File: src/logic/exc_pkg.sv
// Shared constants and carrier types of the exception entry unit
package exc_pkg;

	//////////////////////////////////////////////////////////////////////
	// Register indices; byte address is four times the index
	localparam int          reg_count   = 13;
	localparam logic [3:0]  idx_status  = 4'h0; // status_reg
	localparam logic [3:0]  idx_spc     = 4'h1; // saved_program_counter
	localparam logic [3:0]  idx_ssr     = 4'h2; // saved_status_reg
	localparam logic [3:0]  idx_sgr     = 4'h3; // saved_stack_reg
	localparam logic [3:0]  idx_vbr     = 4'h4; // vector_base_reg
	localparam logic [3:0]  idx_dbr     = 4'h5; // debug_base_reg
	localparam logic [3:0]  idx_tea     = 4'h6; // fault_address_reg
	localparam logic [3:0]  idx_page_entry_high_reg    = 4'h7; // page_entry_high_reg
	localparam logic [3:0]  idx_exception_event_reg  = 4'h8; // exception_event_reg
	localparam logic [3:0]  idx_interrupt_event_reg  = 4'h9; // interrupt_event_reg
	localparam logic [3:0]  idx_tra     = 4'ha; // trap_code_reg
	localparam logic [3:0]  idx_brk     = 4'hb; // break_control_reg
	localparam logic [3:0]  idx_ectl    = 4'hc; // entry control

	// Writable bits per register, index 0 in the low word
	localparam logic [12:0][31:0] write_mask = {
		32'h0000_0001, 32'h0000_0001, 32'h0000_03ff, {10{32'hffff_ffff}}};

	//////////////////////////////////////////////////////////////////////
	// Field positions
	localparam int sr_privileged_pos = 30; // privilege_bit
	localparam int sr_bank_pos       = 29; // register_bank_bit
	localparam int sr_block_pos      = 28; // block_bit
	localparam int sr_fd_pos         = 15; // float_disable_bit
	localparam int sr_mask_lsb       = 4;  // four interrupt mask bits
	localparam int brk_debug_pos     = 0;  // break_debug_enable
	localparam int ectl_nmi_pos      = 0;  // take NMI while blocked
	localparam int user_limit_pos    = 31; // upper half of address space
	localparam int page_entry_high_reg_vpn_lsb      = 10; // page number field base

	//////////////////////////////////////////////////////////////////////
	// Reset values
	localparam logic [31:0] sr_reset_value  = 32'h7000_00f0;
	localparam logic [31:0] vbr_reset_value = 32'h0000_0000;
	localparam logic [31:0] reset_vector    = 32'ha000_0000;

	//////////////////////////////////////////////////////////////////////
	// Event codes and vector offsets
	localparam logic [31:0] code_manual_reset = 32'h0000_0020;
	localparam logic [31:0] code_addr_error   = 32'h0000_00e0;
	localparam logic [31:0] code_fpu_exc      = 32'h0000_0120;
	localparam logic [31:0] code_trap         = 32'h0000_0160;
	localparam logic [31:0] code_illegal      = 32'h0000_0180;
	localparam logic [31:0] code_slot_illegal = 32'h0000_01a0;
	localparam logic [31:0] code_nmi          = 32'h0000_01c0;
	localparam logic [31:0] code_user_break   = 32'h0000_01e0;
	localparam logic [31:0] code_irl_base     = 32'h0000_0200;
	localparam logic [31:0] code_fpu_disable  = 32'h0000_0800;
	localparam logic [31:0] code_slot_fpu_dis = 32'h0000_0820;
	localparam logic [31:0] vec_general       = 32'h0000_0100;
	localparam logic [31:0] vec_interrupt     = 32'h0000_0600;
	localparam logic [31:0] inst_size         = 32'h0000_0002;
	localparam logic [3:0]  fpu_nibble        = 4'hf;
	localparam logic [15:0] fpu_undefined     = 16'hfffd;
	localparam logic [1:0]  resp_okay         = 2'h0;
	localparam logic [1:0]  resp_slverr       = 2'h2;

	//////////////////////////////////////////////////////////////////////
	// Carriers
	typedef struct packed {
		logic        valid;    // Instruction fetch issued
		logic [31:0] addr;     // Fetch virtual address
	} fetch_type;

	typedef struct packed {
		logic        valid;        // Instruction decoded this cycle
		logic [31:0] pc;           // Its address
		logic [15:0] opcode;       // Raw code
		logic        in_slot;      // Sits in a delay slot
		logic        undefined;    // Undefined code
		logic        privileged;   // Privileged, global-base forms excluded
		logic        pc_modifying; // Branch, return, trap or status load
		logic        pc_relative;  // PC-relative move or move-address
		logic        trap;         // trap_instruction
		logic [7:0]  trap_imm;     // Its immediate
		logic        float_sysreg; // Load/store of float_comm/status reg
	} decode_type;

	typedef struct packed {
		logic        valid;    // Event this cycle
		logic [31:0] pc;       // Address tied to the event
	} pc_event_type;

	typedef struct packed {
		logic        valid;    // Break condition met
		logic        post;     // Post-execution break
		logic [31:0] pc;       // Breakpoint instruction address
	} break_type;

	typedef struct packed {
		logic        valid;    // Peripheral request pending
		logic [3:0]  level;    // Its priority
		logic [11:0] code;     // Source code 0x400..0x760
	} periph_type;

	typedef struct packed {
		logic        redirect;     // Fetch from target now
		logic        squash;       // Drop younger in-flight work
		logic        manual_reset; // Blocked fault forced a reset
		logic        nmi_ack;      // NMI taken
		logic        periph_ack;   // Peripheral request taken
		logic [31:0] target;       // Handler address
	} entry_type;

	typedef enum logic [1:0] {
		run      = 2'b01,
		redirect = 2'b10
	} phase_type;

endpackage

File: src/logic/exception_entry_unit.sv
// Exception and interrupt entry logic with its control registers

//////////////////////////////////////////////////////////////////////////
// Operation
// RULE1 - Odd or user-upper fetch raises address error
// RULE2 - Address error loads fault address and page
// RULE3 - Address error code 0x0E0, general vector
// RULE4 - Entry sets block, privilege, bank bits
// RULE5 - Save pc, status, stack pointer on entry
// RULE6 - Trap saves next pc, imm times four
// RULE7 - Undefined or user privileged gives 0x180
// RULE8 - Slot illegal instructions give code 0x1A0
// RULE9 - Slot faults save slot pc minus two
// RULE10 - Float disabled outside slot gives 0x800
// RULE11 - Float class: top nibble F, sysreg forms
// RULE12 - Float disabled in slot gives 0x820
// RULE13 - User break code 0x1E0, pre/post pc
// RULE14 - User break vectors to debug base optionally
// RULE15 - Float operation fault saves own pc, 0x120
// RULE16 - NMI edge writes 0x1C0, vector plus 0x600
// RULE17 - NMI ignores mask; blocked case is configurable
// RULE18 - Level interrupt above mask, unblocked, 0x200-0x3C0
// RULE19 - Level acceptance leaves the mask untouched
// RULE20 - Interrupts save following instruction address
// RULE21 - Peripheral above mask taken, code from controller
// RULE22 - Earlier ranked fault always wins over later
// RULE23 - Blocked fault except break forces manual reset
// RULE24 - All saves complete before handler fetch; squash
module exception_entry_unit #(
	parameter int addr_width = 8  // AXI address bits
) (
	input  wire logic                  clock,
	input  wire logic                  rstn,
	input  wire exc_pkg::fetch_type    fetch,
	input  wire exc_pkg::decode_type   decode,
	input  wire logic [31:0]           stack_pointer_gpr,
	input  wire exc_pkg::pc_event_type fpu_fault,
	input  wire exc_pkg::pc_event_type boundary,
	input  wire exc_pkg::break_type    user_break,
	input  wire logic                  return_from_exception,
	input  wire logic                  nmi_pin,
	input  wire logic [3:0]            encoded_level_interrupt,
	input  wire exc_pkg::periph_type   periph,
	output exc_pkg::entry_type         entry,
	output logic [31:0]                status_reg,
	input  wire logic                  axi_awvalid,
	output logic                       axi_awready,
	input  wire logic [addr_width-1:0] axi_awaddr,
	input  wire logic                  axi_wvalid,
	output logic                       axi_wready,
	input  wire logic [31:0]           axi_wdata,
	input  wire logic [3:0]            axi_wstrb,
	output logic                       axi_bvalid,
	input  wire logic                  axi_bready,
	output logic [1:0]                 axi_bresp,
	input  wire logic                  axi_arvalid,
	output logic                       axi_arready,
	input  wire logic [addr_width-1:0] axi_araddr,
	output logic                       axi_rvalid,
	input  wire logic                  axi_rready,
	output logic [31:0]                axi_rdata,
	output logic [1:0]                 axi_rresp
);

	//////////////////////////////////////////////////////////////////////
	// Elaboration check: the map needs six address bits
	if (addr_width < 6 || addr_width > 32) begin : g_check
		$error("addr_width must lie between 6 and 32");
	end

	//////////////////////////////////////////////////////////////////////
	// All state of the unit
	typedef struct packed {
		logic [12:0][31:0]       regs;       // Register file
		exc_pkg::phase_type      phase;      // Entry sequencer
		exc_pkg::entry_type      entry;      // Registered entry outputs
		logic [1:0]              nmi_sync;   // Pin synchroniser
		logic                    nmi_last;   // Previous synced level
		logic                    nmi_pend;   // Edge seen, not yet taken
		logic [3:0]              irl_meta;   // Level pins, first stage
		logic [3:0]              irl_level;  // Level pins, second stage
		logic                    aw_full;    // Write address held
		logic [addr_width-1:0]   aw_addr;
		logic                    w_full;     // Write data held
		logic [31:0]             w_data;
		logic [3:0]              w_strb;
		logic                    bvalid;
		logic [1:0]              bresp;
		logic                    rvalid;
		logic [31:0]             rdata;
		logic [1:0]              rresp;
	} state_type;

	state_type s;       // Current state
	state_type next_s;  // Next state

	//////////////////////////////////////////////////////////////////////
	// Decoded conditions
	logic        md;        // Privileged mode
	logic        block;     // Entries blocked
	logic        fd;        // Float unit disabled
	logic [3:0]  imask;     // Interrupt mask
	logic        nmi_edge;  // Rising edge of synced pin
	logic        fpu_op;    // Float class instruction
	logic        dv;        // Decode valid
	logic        fetch_err; // Instruction address error
	logic        gen_ill;   // General illegal
	logic        slot_ill;  // Slot illegal
	logic        gen_fd;    // General float disable
	logic        slot_fd;   // Slot float disable
	logic        trap_hit;  // Trap instruction
	logic        nmi_ok;    // NMI acceptable now
	logic        irl_ok;    // Level interrupt acceptable
	logic        per_ok;    // Peripheral interrupt acceptable
	logic        take;      // Some entry happens
	logic        is_int;    // It is an interrupt
	logic        set_tea;   // Load fault address registers
	logic        set_tra;   // Load trap code
	logic [31:0] code;      // Event code
	logic [31:0] save_pc;   // Value for saved_program_counter
	logic [31:0] target;    // Handler address
	logic [3:0]  widx;      // Write register index
	logic [3:0]  ridx;      // Read register index
	logic        wmapped;   // Write hits a register
	logic        rmapped;   // Read hits a register
	logic [31:0] wmerged;   // Strobe-merged write data

	//////////////////////////////////////////////////////////////////////
	// Handshake outputs straight from state
	assign axi_awready = ~s.aw_full;
	assign axi_wready  = ~s.w_full;
	assign axi_arready = ~s.rvalid;
	assign axi_bvalid  = s.bvalid;
	assign axi_bresp   = s.bresp;
	assign axi_rvalid  = s.rvalid;
	assign axi_rdata   = s.rdata;
	assign axi_rresp   = s.rresp;
	assign entry       = s.entry;
	assign status_reg  = s.regs[exc_pkg::idx_status];

	//////////////////////////////////////////////////////////////////////
	// Fault and interrupt classification
	always_comb begin
		md       = s.regs[exc_pkg::idx_status][exc_pkg::sr_privileged_pos];
		block    = s.regs[exc_pkg::idx_status][exc_pkg::sr_block_pos];
		fd       = s.regs[exc_pkg::idx_status][exc_pkg::sr_fd_pos];
		imask    = s.regs[exc_pkg::idx_status][exc_pkg::sr_mask_lsb +: 4];
		nmi_edge = s.nmi_sync[1] & ~s.nmi_last;
		dv       = decode.valid;
		// Top nibble F minus the one undefined code, plus sysreg forms
		fpu_op   = (decode.opcode[15:12] == exc_pkg::fpu_nibble &&
			decode.opcode != exc_pkg::fpu_undefined) ||
			decode.float_sysreg; // RULE11
		fetch_err = fetch.valid && (fetch.addr[0] ||
			(~md && fetch.addr[exc_pkg::user_limit_pos])); // RULE1
		gen_ill  = dv && ~decode.in_slot && (decode.undefined ||
			(~md && decode.privileged)); // RULE7
		slot_ill = dv && decode.in_slot && (decode.undefined ||
			decode.pc_modifying || decode.pc_relative ||
			(~md && decode.privileged)); // RULE8
		gen_fd   = dv && ~decode.in_slot && fd && fpu_op; // RULE10
		slot_fd  = dv && decode.in_slot && fd && fpu_op; // RULE12
		trap_hit = dv && ~decode.in_slot && decode.trap;
		// NMI skips the mask; while blocked a control bit decides
		nmi_ok   = boundary.valid && s.nmi_pend && (~block ||
			s.regs[exc_pkg::idx_ectl][exc_pkg::ectl_nmi_pos]); // RULE17
		irl_ok   = boundary.valid && ~block &&
			s.irl_level > imask; // RULE18
		per_ok   = boundary.valid && ~block && periph.valid &&
			periph.level > imask; // RULE21
	end

	//////////////////////////////////////////////////////////////////////
	// Priority chain; the first ranked source wins, except that a higher-level peripheral beats the level interrupt
	always_comb begin
		take    = 1'b1;
		is_int  = 1'b0;
		set_tea = 1'b0;
		set_tra = 1'b0;
		code    = '0;
		save_pc = '0;
		target  = s.regs[exc_pkg::idx_vbr] + exc_pkg::vec_general; // RULE4
		// Faults are ranked in a fixed order so an earlier one wins
		if (fetch_err) begin // RULE22
			code    = exc_pkg::code_addr_error; // RULE3
			save_pc = fetch.addr;
			set_tea = 1'b1;
		end else if (slot_ill) begin
			code    = exc_pkg::code_slot_illegal;
			save_pc = decode.pc - exc_pkg::inst_size; // RULE9
		end else if (gen_ill) begin
			code    = exc_pkg::code_illegal;
			save_pc = decode.pc; // RULE5
		end else if (slot_fd) begin
			code    = exc_pkg::code_slot_fpu_dis;
			save_pc = decode.pc - exc_pkg::inst_size; // RULE9
		end else if (gen_fd) begin
			code    = exc_pkg::code_fpu_disable;
			save_pc = decode.pc;
		end else if (trap_hit) begin
			code    = exc_pkg::code_trap; // RULE6
			save_pc = decode.pc + exc_pkg::inst_size;
			set_tra = 1'b1;
		end else if (fpu_fault.valid) begin
			code    = exc_pkg::code_fpu_exc; // RULE15
			save_pc = fpu_fault.pc;
		end else if (user_break.valid) begin
			code    = exc_pkg::code_user_break; // RULE13
			save_pc = user_break.post ?
				user_break.pc + exc_pkg::inst_size : user_break.pc;
			if (s.regs[exc_pkg::idx_brk][exc_pkg::brk_debug_pos]) begin
				target = s.regs[exc_pkg::idx_dbr]; // RULE14
			end
		end else if (nmi_ok) begin
			is_int  = 1'b1;
			code    = exc_pkg::code_nmi; // RULE16
			save_pc = boundary.pc; // RULE20
		end else if (irl_ok && (~per_ok ||
			s.irl_level >= periph.level)) begin
			// Level fifteen maps to 0x200, level one to 0x3C0
			is_int  = 1'b1;
			code    = exc_pkg::code_irl_base +
				{23'h0, ~s.irl_level, 5'h00}; // RULE18
			save_pc = boundary.pc;
		end else if (per_ok) begin
			is_int  = 1'b1;
			code    = {20'h0, periph.code}; // RULE21
			save_pc = boundary.pc;
		end else begin
			take = 1'b0;
		end
		if (is_int) begin
			target = s.regs[exc_pkg::idx_vbr] + exc_pkg::vec_interrupt;
		end
	end

	//////////////////////////////////////////////////////////////////////
	// Bus address decode and byte merge
	always_comb begin
		widx    = s.aw_addr[5:2];
		ridx    = axi_araddr[5:2];
		wmapped = s.aw_addr[addr_width-1:2] <
			(addr_width-2)'(exc_pkg::reg_count);
		rmapped = axi_araddr[addr_width-1:2] <
			(addr_width-2)'(exc_pkg::reg_count);
		wmerged = s.regs[widx];
		for (int b = 0; b < 4; b++) begin
			if (s.w_strb[b]) begin
				wmerged[8*b +: 8] = s.w_data[8*b +: 8];
			end
		end
	end

	//////////////////////////////////////////////////////////////////////
	// Next state
	always_comb begin
		next_s = s;
		// Pins pass two flops before anything reads them
		next_s.nmi_sync  = {s.nmi_sync[0], nmi_pin};
		next_s.nmi_last  = s.nmi_sync[1];
		next_s.irl_meta  = encoded_level_interrupt;
		next_s.irl_level = s.irl_meta;
		next_s.entry.redirect     = 1'b0;
		next_s.entry.squash       = 1'b0;
		next_s.entry.manual_reset = 1'b0;
		next_s.entry.nmi_ack      = 1'b0;
		next_s.entry.periph_ack   = 1'b0;

		// Write channel: hold address and data, commit when both held
		if (s.bvalid && axi_bready) begin
			next_s.bvalid = 1'b0;
		end
		if (s.aw_full && s.w_full && ~s.bvalid) begin
			if (wmapped) begin
				next_s.regs[widx] = (s.regs[widx] &
					~exc_pkg::write_mask[widx]) |
					(wmerged & exc_pkg::write_mask[widx]);
				next_s.bresp = exc_pkg::resp_okay;
			end else begin
				next_s.bresp = exc_pkg::resp_slverr;
			end
			next_s.bvalid  = 1'b1;
			next_s.aw_full = 1'b0;
			next_s.w_full  = 1'b0;
		end
		if (axi_awvalid && ~s.aw_full) begin
			next_s.aw_full = 1'b1;
			next_s.aw_addr = axi_awaddr;
		end
		if (axi_wvalid && ~s.w_full) begin
			next_s.w_full = 1'b1;
			next_s.w_data = axi_wdata;
			next_s.w_strb = axi_wstrb;
		end

		// Read channel: one-cycle answer, unmapped reads zero
		if (s.rvalid && axi_rready) begin
			next_s.rvalid = 1'b0;
		end
		if (axi_arvalid && ~s.rvalid) begin
			next_s.rvalid = 1'b1;
			next_s.rdata  = rmapped ? s.regs[ridx] : '0;
			next_s.rresp  = rmapped ? exc_pkg::resp_okay :
				exc_pkg::resp_slverr;
		end

		// Return restores status from the saved copy
		if (return_from_exception) begin
			next_s.regs[exc_pkg::idx_status] = s.regs[exc_pkg::idx_ssr];
		end

		// A new edge is kept even in the cycle the old one is taken
		next_s.nmi_pend = s.nmi_pend | nmi_edge;

		// Entry outranks a same-cycle software write
		unique case (s.phase)
			exc_pkg::run: begin
				if (take && ~is_int && block &&
					code != exc_pkg::code_user_break) begin
					// Blocked fault: manual reset, saved copies untouched
					next_s.regs[exc_pkg::idx_exception_event_reg] =
						exc_pkg::code_manual_reset; // RULE23
					next_s.regs[exc_pkg::idx_status] =
						exc_pkg::sr_reset_value;
					next_s.regs[exc_pkg::idx_vbr] = exc_pkg::vbr_reset_value;
					next_s.entry.manual_reset = 1'b1;
					next_s.entry.target = exc_pkg::reset_vector;
					next_s.entry.redirect = 1'b1;
					next_s.entry.squash = 1'b1;
					next_s.phase = exc_pkg::redirect;
				end else if (take) begin
					next_s.regs[exc_pkg::idx_spc] = save_pc; // RULE5
					next_s.regs[exc_pkg::idx_ssr] =
						s.regs[exc_pkg::idx_status];
					next_s.regs[exc_pkg::idx_sgr] = stack_pointer_gpr;
					// Old status, so a same-cycle write loses
					next_s.regs[exc_pkg::idx_status] =
						s.regs[exc_pkg::idx_status];
					next_s.regs[exc_pkg::idx_status]
						[exc_pkg::sr_privileged_pos] = 1'b1; // RULE4
					next_s.regs[exc_pkg::idx_status]
						[exc_pkg::sr_bank_pos] = 1'b1;
					next_s.regs[exc_pkg::idx_status]
						[exc_pkg::sr_block_pos] = 1'b1; // RULE19
					if (is_int) begin
						next_s.regs[exc_pkg::idx_interrupt_event_reg] = code;
					end else begin
						next_s.regs[exc_pkg::idx_exception_event_reg] = code;
					end
					if (set_tea) begin
						next_s.regs[exc_pkg::idx_tea] = fetch.addr; // RULE2
						next_s.regs[exc_pkg::idx_page_entry_high_reg] = {
							fetch.addr[31:exc_pkg::page_entry_high_reg_vpn_lsb],
							s.regs[exc_pkg::idx_page_entry_high_reg]
								[exc_pkg::page_entry_high_reg_vpn_lsb-1:0]};
					end
					if (set_tra) begin
						next_s.regs[exc_pkg::idx_tra] =
							{22'h0, decode.trap_imm, 2'b00}; // RULE6
					end
					if (is_int && code == exc_pkg::code_nmi) begin
						next_s.nmi_pend = nmi_edge;
						next_s.entry.nmi_ack = 1'b1;
					end
					next_s.entry.periph_ack = is_int && ~nmi_ok &&
						code[11:0] == periph.code && per_ok;
					next_s.entry.target = target;
					next_s.entry.redirect = 1'b1; // RULE24
					next_s.entry.squash = 1'b1;
					next_s.phase = exc_pkg::redirect;
				end
			end
			exc_pkg::redirect: begin
				// Pulse cycle; nothing new is taken while it stands
				next_s.phase = exc_pkg::run;
			end
			default: begin
				next_s.phase = exc_pkg::run;
			end
		endcase
	end

	//////////////////////////////////////////////////////////////////////
	// State register
	always_ff @(posedge clock or negedge rstn) begin
		if (!rstn) begin
			s <= '0;
			s.phase <= exc_pkg::run;
			s.regs[exc_pkg::idx_status] <= exc_pkg::sr_reset_value;
		end else begin
			s <= next_s;
		end
	end

endmodule // exception_entry_unit

File: config.mk
export PLATFORM = sky130hd
export DESIGN_NAME = exception_entry_unit
export DESIGN_NICKNAME = d
export VERILOG_FILES = /design/src/logic/exc_pkg.sv /design/src/logic/exception_entry_unit.sv
export SDC_FILE = /design/constraint.sdc
export NUM_CORES = 2
export LEC_CHECK = 0
export ABC_AREA = 0
export BUFFER_PORTS_ARGS = -buffer_cell sky130_fd_sc_hd__buf_2
export CAP_MARGIN = 20
export CORE_UTILIZATION = 55
export CTS_CLUSTER_DIAMETER = 40
export DETAILED_ROUTE_END_ITERATION = 8
export GPL_ROUTABILITY_DRIVEN = 1
export PLACE_DENSITY = 0.77
export SETUP_SLACK_MARGIN = 0.3
export SYNTH_ARGS = -nofsm -noshare
export SYNTH_HDL_FRONTEND = slang
export SYNTH_SLANG_ARGS = --single-unit
export TNS_END_PERCENT = 50
File: constraint.sdc
create_clock -name clock -period 3.9 [get_ports clock]
set_input_delay 0.39 -clock clock [delete_from_list [all_inputs] [get_ports clock]]
set_output_delay 0.39 -clock clock [all_outputs]
set_load 0.05 [all_outputs]
Word-level counts from Yosys, hierarchy flattened --
Memory sizes are Yosys's and may differ from the RTL's. Cells that the tools add are included.
Word-level totals: input bits 311, ROM bits 512, output and inout bits 110, bits in latches 0, flip-flop bits (word level) 551, word-level logic and storage cells 238, memories kept 1, bits in writable memories 0
Memories:
- (no name shown) | words 16, width 32, rd ports 1, clocked after memory_dff 0, wr ports 0, RTL line exception_entry_unit.sv:277 | (wmerged & exc_pkg::write_mask[widx]);
Cells by class: divide/modulo/power cells 0, mux-type cells 109, shift operators 0, add/sub/neg operators 6, bitwise gates (word level) 18, magnitude comparators 8, reductions and logical operators 50, equal/unequal tests 9, multiply operators 0
Operators by type and width (number):
- $mux 32 | 34
- $mux 352 | 2
- $mux 160 | 3
- $bwmux 416 | 1
- $bmux 32 s4 | 2
- $mux 64 | 3
- $mux 12 | 11
- $mux 132 | 1
- $demux 32 s4 | 1
- $mux 96 | 1
- $mux 37 | 2
- $add 32x2->32 const B | 2
- $and 32x32->32 | 2
- $mux 36 | 1
- $logic_and 1x1->1 | 35
- $mux 1 | 35
- $mux 35 | 1
- $mux 34 | 1
- $add 32x11->32 const B | 1
- $add 32x9->32 const B | 1
- $eq 32x9->1 const B | 1
- $mux 8 | 4
- $ne 32x9->1 const B | 1
- $not 32->32 | 1
- other kinds (24) | 53

Longest topological paths before layout --
word-level depth 23, gate-level depth with buffers 14

Worst setup path after synthesis --
Ideal clock, no wire load.
kind flip-flop to flip-flop, start point register s (netlist bit status_reg[6]), end point register s[251] (netlist name), setup time 128 ps, period minus slack after synthesis 3609 ps, slack 291 ps, arrival time 3482 ps, required time 3772 ps, stages on the path, launching flop included 14, cells stage by stage dfstp_2 -> inv_1 -> ha_1 -> and4b_1 -> a211oi_1 -> nor2_1 -> a2111oi_0 -> nor4_1 -> nand2b_1 -> o31a_1 -> a21o_1 -> buf_6 -> buf_4 -> mux2_1
RTL lines:
- start, declared | RTL line exception_entry_unit.sv:94 | state_type s;
- start signal, assigned | RTL line exception_entry_unit.sv:391 | s <= next_s;

==> flow_metrics.py <==
metrics = {
    "status": {
        "status": "complete, but fails checks",
        "violations": "negative hold slack",
    },
    "detailed_routing": {
        "firstDrtPassIters": 6,
        "wl_per_cell_um": 27.5,
        "drtAntennaViolNets": 0,
        "via_per_inst": 6.78,
        "drc": 0,
        "vias": 32100,
        "drtIter0Drc": 4185,
        "drt_wl_total_um": 130000,
    },
    "global_route": {
        "antenna_found_initial": 21,
        "grt_max_degree": 116,
        "grt-ovfl-total": 0,
        "track_usage_pct": 40.2,
        "grt_pass1_vias": 30800,
        "grt_first_pass_wirelength_um": 193000,
    },
    "placement": {
        "portBuffers": 414,
        "place_area_sq_um": 37300,
        "place_hpwl_um": 90600,
        "gp_congestion": 0.997,
        "place_ws_ps": 96.8,
    },
    "critical_path": {
        "reg2reg_slack_ps": 200,
        "reg2regPathDepth": 10,
        "critPathSlowestCell": "o221ai_1",
        "critical-path-max-stage-delay_ps": 760,
        "crit_chain": "nand3_1 -> o221ai_1 -> buf_4 -> nor2_1 -> nor4_1 -> nand2b_1 -> o31a_1 -> a21o_4 -> buf_16 -> mux2_1",
        "path_delay_family": "compound AO/OA/AOI/OAI gates",
        "cp.required_ps": 4390,
        "cp_num_buf_inv": 2,
        "critPathLaunchType": "flop",
        "crit_fanout": 41,
        "worstSetupEndpointType": "flop",
        "r2r-end": "s[170]",
        "arrival_ps": 4200,
        "crit_type": "reg2reg",
        "reg2reg_from": "status_reg[15]",
    },
    "synth": {
        "syn_avg_cell_area_sq_um": 9.77,
        "synth-edff-count": 0,
        "synthXorXnorAreaFrac_pct": 2.54,
        "ys_types": 84,
        "synthTopCellsByCount": "538 x dfrtp_1, 384 x nand2_1, 318 x clkbuf_1",
        "synthAdderAreaFrac_pct": 0.646,
        "ys_seq_area_share_pct": 39.2,
        "netlist_instances": 3566,
        "synth-compound-area-share_pct": 18.0,
        "synthMuxAreaShare_pct": 20.4,
        "synthFlopType": "dfrtp_1",
        "synth_area_leader_cell": "dfrtp_1",
        "synth_top_area_share_pct": 38.6,
        "synth-seq-cells": 546,
        "synth_area_leaders": "dfrtp_1 39%, mux4_2 12%, o21ai_0 4.4%, nand2_1 4.1%, clkbuf_1 3.4%",
        "synth-simple-area-share_pct": 12.1,
        "yosysWarningCount": 0,
        "synth_top_family_by_area": "multiplexers",
        "mappedNetlistArea_sq_um": 34800,
        "yosysMostFrequentCell": "dfrtp_1",
        "synth-async-reset-ratio_pct": 100,
    },
    "die": {
        "die_x_um": 254,
        "io_pins": 421,
        "rows": 91,
        "placeableCoreArea_sq_um": 62200,
        "fp.dieH_um": 254,
        "initial_utilization_pct": 56.0,
        "dieArea_sq_um": 64400,
    },
    "power": {
        "switching_share_pct": 42.0,
        "p_comb_share_pct": 44.8,
        "pwr-share-seq_pct": 30.9,
        "ir_drop_uv": 480,
        "clockPowerShare_pct": 24.4,
        "pwr_density_cell_nw_per_um2": 706,
        "p_leak_nw": 17.3,
        "power_mw": 28.9,
        "switchingPower_mw": 12.1,
        "p_int_mw": 16.8,
    },
    "clocking": {
        "insertion_delay_ps": 640,
        "cts_tree": "done",
        "clk_pin_slew_ps": 70,
        "cts_sinks": 546,
        "cts_root_buf": "clkbuf_16",
        "clockBufferDepth": 3,
        "cts_buffers": 76,
        "htreeDepth": 3,
    },
    "sta": {
        "setup_ws_ps": 199,
        "skew_ps": 28.2,
        "setup_violations": 0,
        "worstMarginPinSlew_ps": 1050,
        "slew_viol_final": 0,
        "finalSetupTns_ps": 0,
        "maxSlewHeadroom_pct": 29.3,
        "clock.fmax_mhz": 270,
        "final-hold-violation-count": 1,
        "finalCritPeriodShare_pct": 94.9,
        "fin_hold_ws_ps": -0.922,
        "fin_crit_ps": 3700,
        "rsz0062_at_grt": "true",
    },
    "layout": {
        "top_register": "s",
        "drive_gt1_share_pct": 28.2,
        "largest_reg_flops": 436,
        "multiInputGateArea_sq_um": 19000,
        "finalNetCount": 4143,
        "final_area_sq_um": 40900,
        "syn_to_final_growth_pct": 17.5,
        "seq_area_sq_um": 13700,
        "fillerInstances": 4732,
    },
    "min_path": {
        "min_to": "s[68]",
        "holdPathStages": 2,
        "min_from": "axi_wdata[26]",
        "hold_path.class": "in2reg",
    },
    "flow_run": {
        "maxCapViolations": 0,
    },
}
-- logic make-up after synthesis --
| kind of cell | Yosys count |
|---|---|
| compound gates | 967 |
| simple gates | 954 |
| flops | 546 |
| buf+inv | 530 |
| mux | 449 |
| xor+xnor | 101 |
| fa+ha+maj | 18 |
| other cells | 1 |
-- area by class of cell --
| cell class | instances | share of cell area [%] |
|---|---|---|
| Multi-Input combinational cell | 2492 | 46.5 |
| Sequential cell | 546 | 33.4 |
| Timing Repair Buffer | 653 | 10.7 |
| Clock buffer | 95 | 5.12 |
| Tap cell | 837 | 2.56 |
| Clock inverter | 43 | 1.14 |
| Inverter | 45 | 0.428 |
| Antenna cell | 16 | 0.0978 |
-- through the flow --
stage / util [%] / std cells
floorplan: - / 3567
global placement: 59.9 / 4493
detailed placement: 59.9 / 4493
CTS: 65.2 / 4696
global route: 65.8 / 4720
finish: 65.8 / 4727
-- power by group through the flow --
| stage | logic [mW] | clock network, mW | registers (mW) |
|---|---|---|---|
| 2_1_floorplan | 8.20 | 0 | 8.17 |
| 3_3_place_gp | 11.7 | 0 | 8.74 |
| 3_5_place_dp | 12.0 | 0 | 8.86 |
| 4_1_cts | 12.3 | 7.03 | 8.79 |
| 5_1_grt | 13.5 | 7.27 | 9.05 |
| 6_report | 12.9 | 7.04 | 8.92 |
-- routing by layer --
layer	routed length (um)	track usage [%]	vias up
li1	-	-	13600
met1	46000	51.1	15400
met2	58100	60.6	2594
met3	17700	13.2	481
met4	8250	22.3	14
met5	85	0	-
-- layout by cell type (no fill, tap or decap), types with 38 or more instances in the layout --
master,synthesis,layout
a211oi_1,120,113
a21oi_1,189,189
a221oi_1,89,89
buf_2,15,411
buf_4,106,153
clkbuf_16,0,82
dfrtp_1,538,536
dlygate4sd3_1,0,58
inv_1,43,38
mux2_1,71,71
mux2_2,98,98
mux2i_1,88,88
mux4_2,192,192
nand2_1,384,380
nand3_1,55,55
nor2_1,302,297
nor3_1,45,39
o21ai_0,308,304
xnor2_1,56,56
xor2_1,45,45
-- worst reg2reg max path: cells and delay by family, from the launching register on --
family | cells | cell delay (ps)
AOI/OAI and AO/OA | 3 | 1250
and+or+nand+nor | 4 | 820
buffers and inverters | 2 | 580
DFF | 1 | 520
muxes | 1 | 410
-- worst max path at each step --
stage                   start             to  slack, ps  cells past startpoint
6_report       status_reg[15]         s[170]        200                     10
3_5_place_dp    status_reg[6]         s[216]        100                     12
4_1_cts         status_reg[6]  status_reg[5]        240                     14
5_1_grt        status_reg[30]      entry[31]         80                     11
2_1_floorplan   status_reg[7]         s[251]        390                     13
3_3_place_gp    status_reg[6]         s[252]        150                     12
-- timing repair --
action / 4_1_cts / 5_1_grt
hold buffers: 58 / 0
buffers inserted: 5 / 11
pin swaps: 10 / 11
gates resized for setup: 15 / 36
gates cloned: 2 / 3
setup endpoints to repair: 183 / 270
endpoints found under the hold margin: 119 / 0
(Power assumes the default switching activity.)
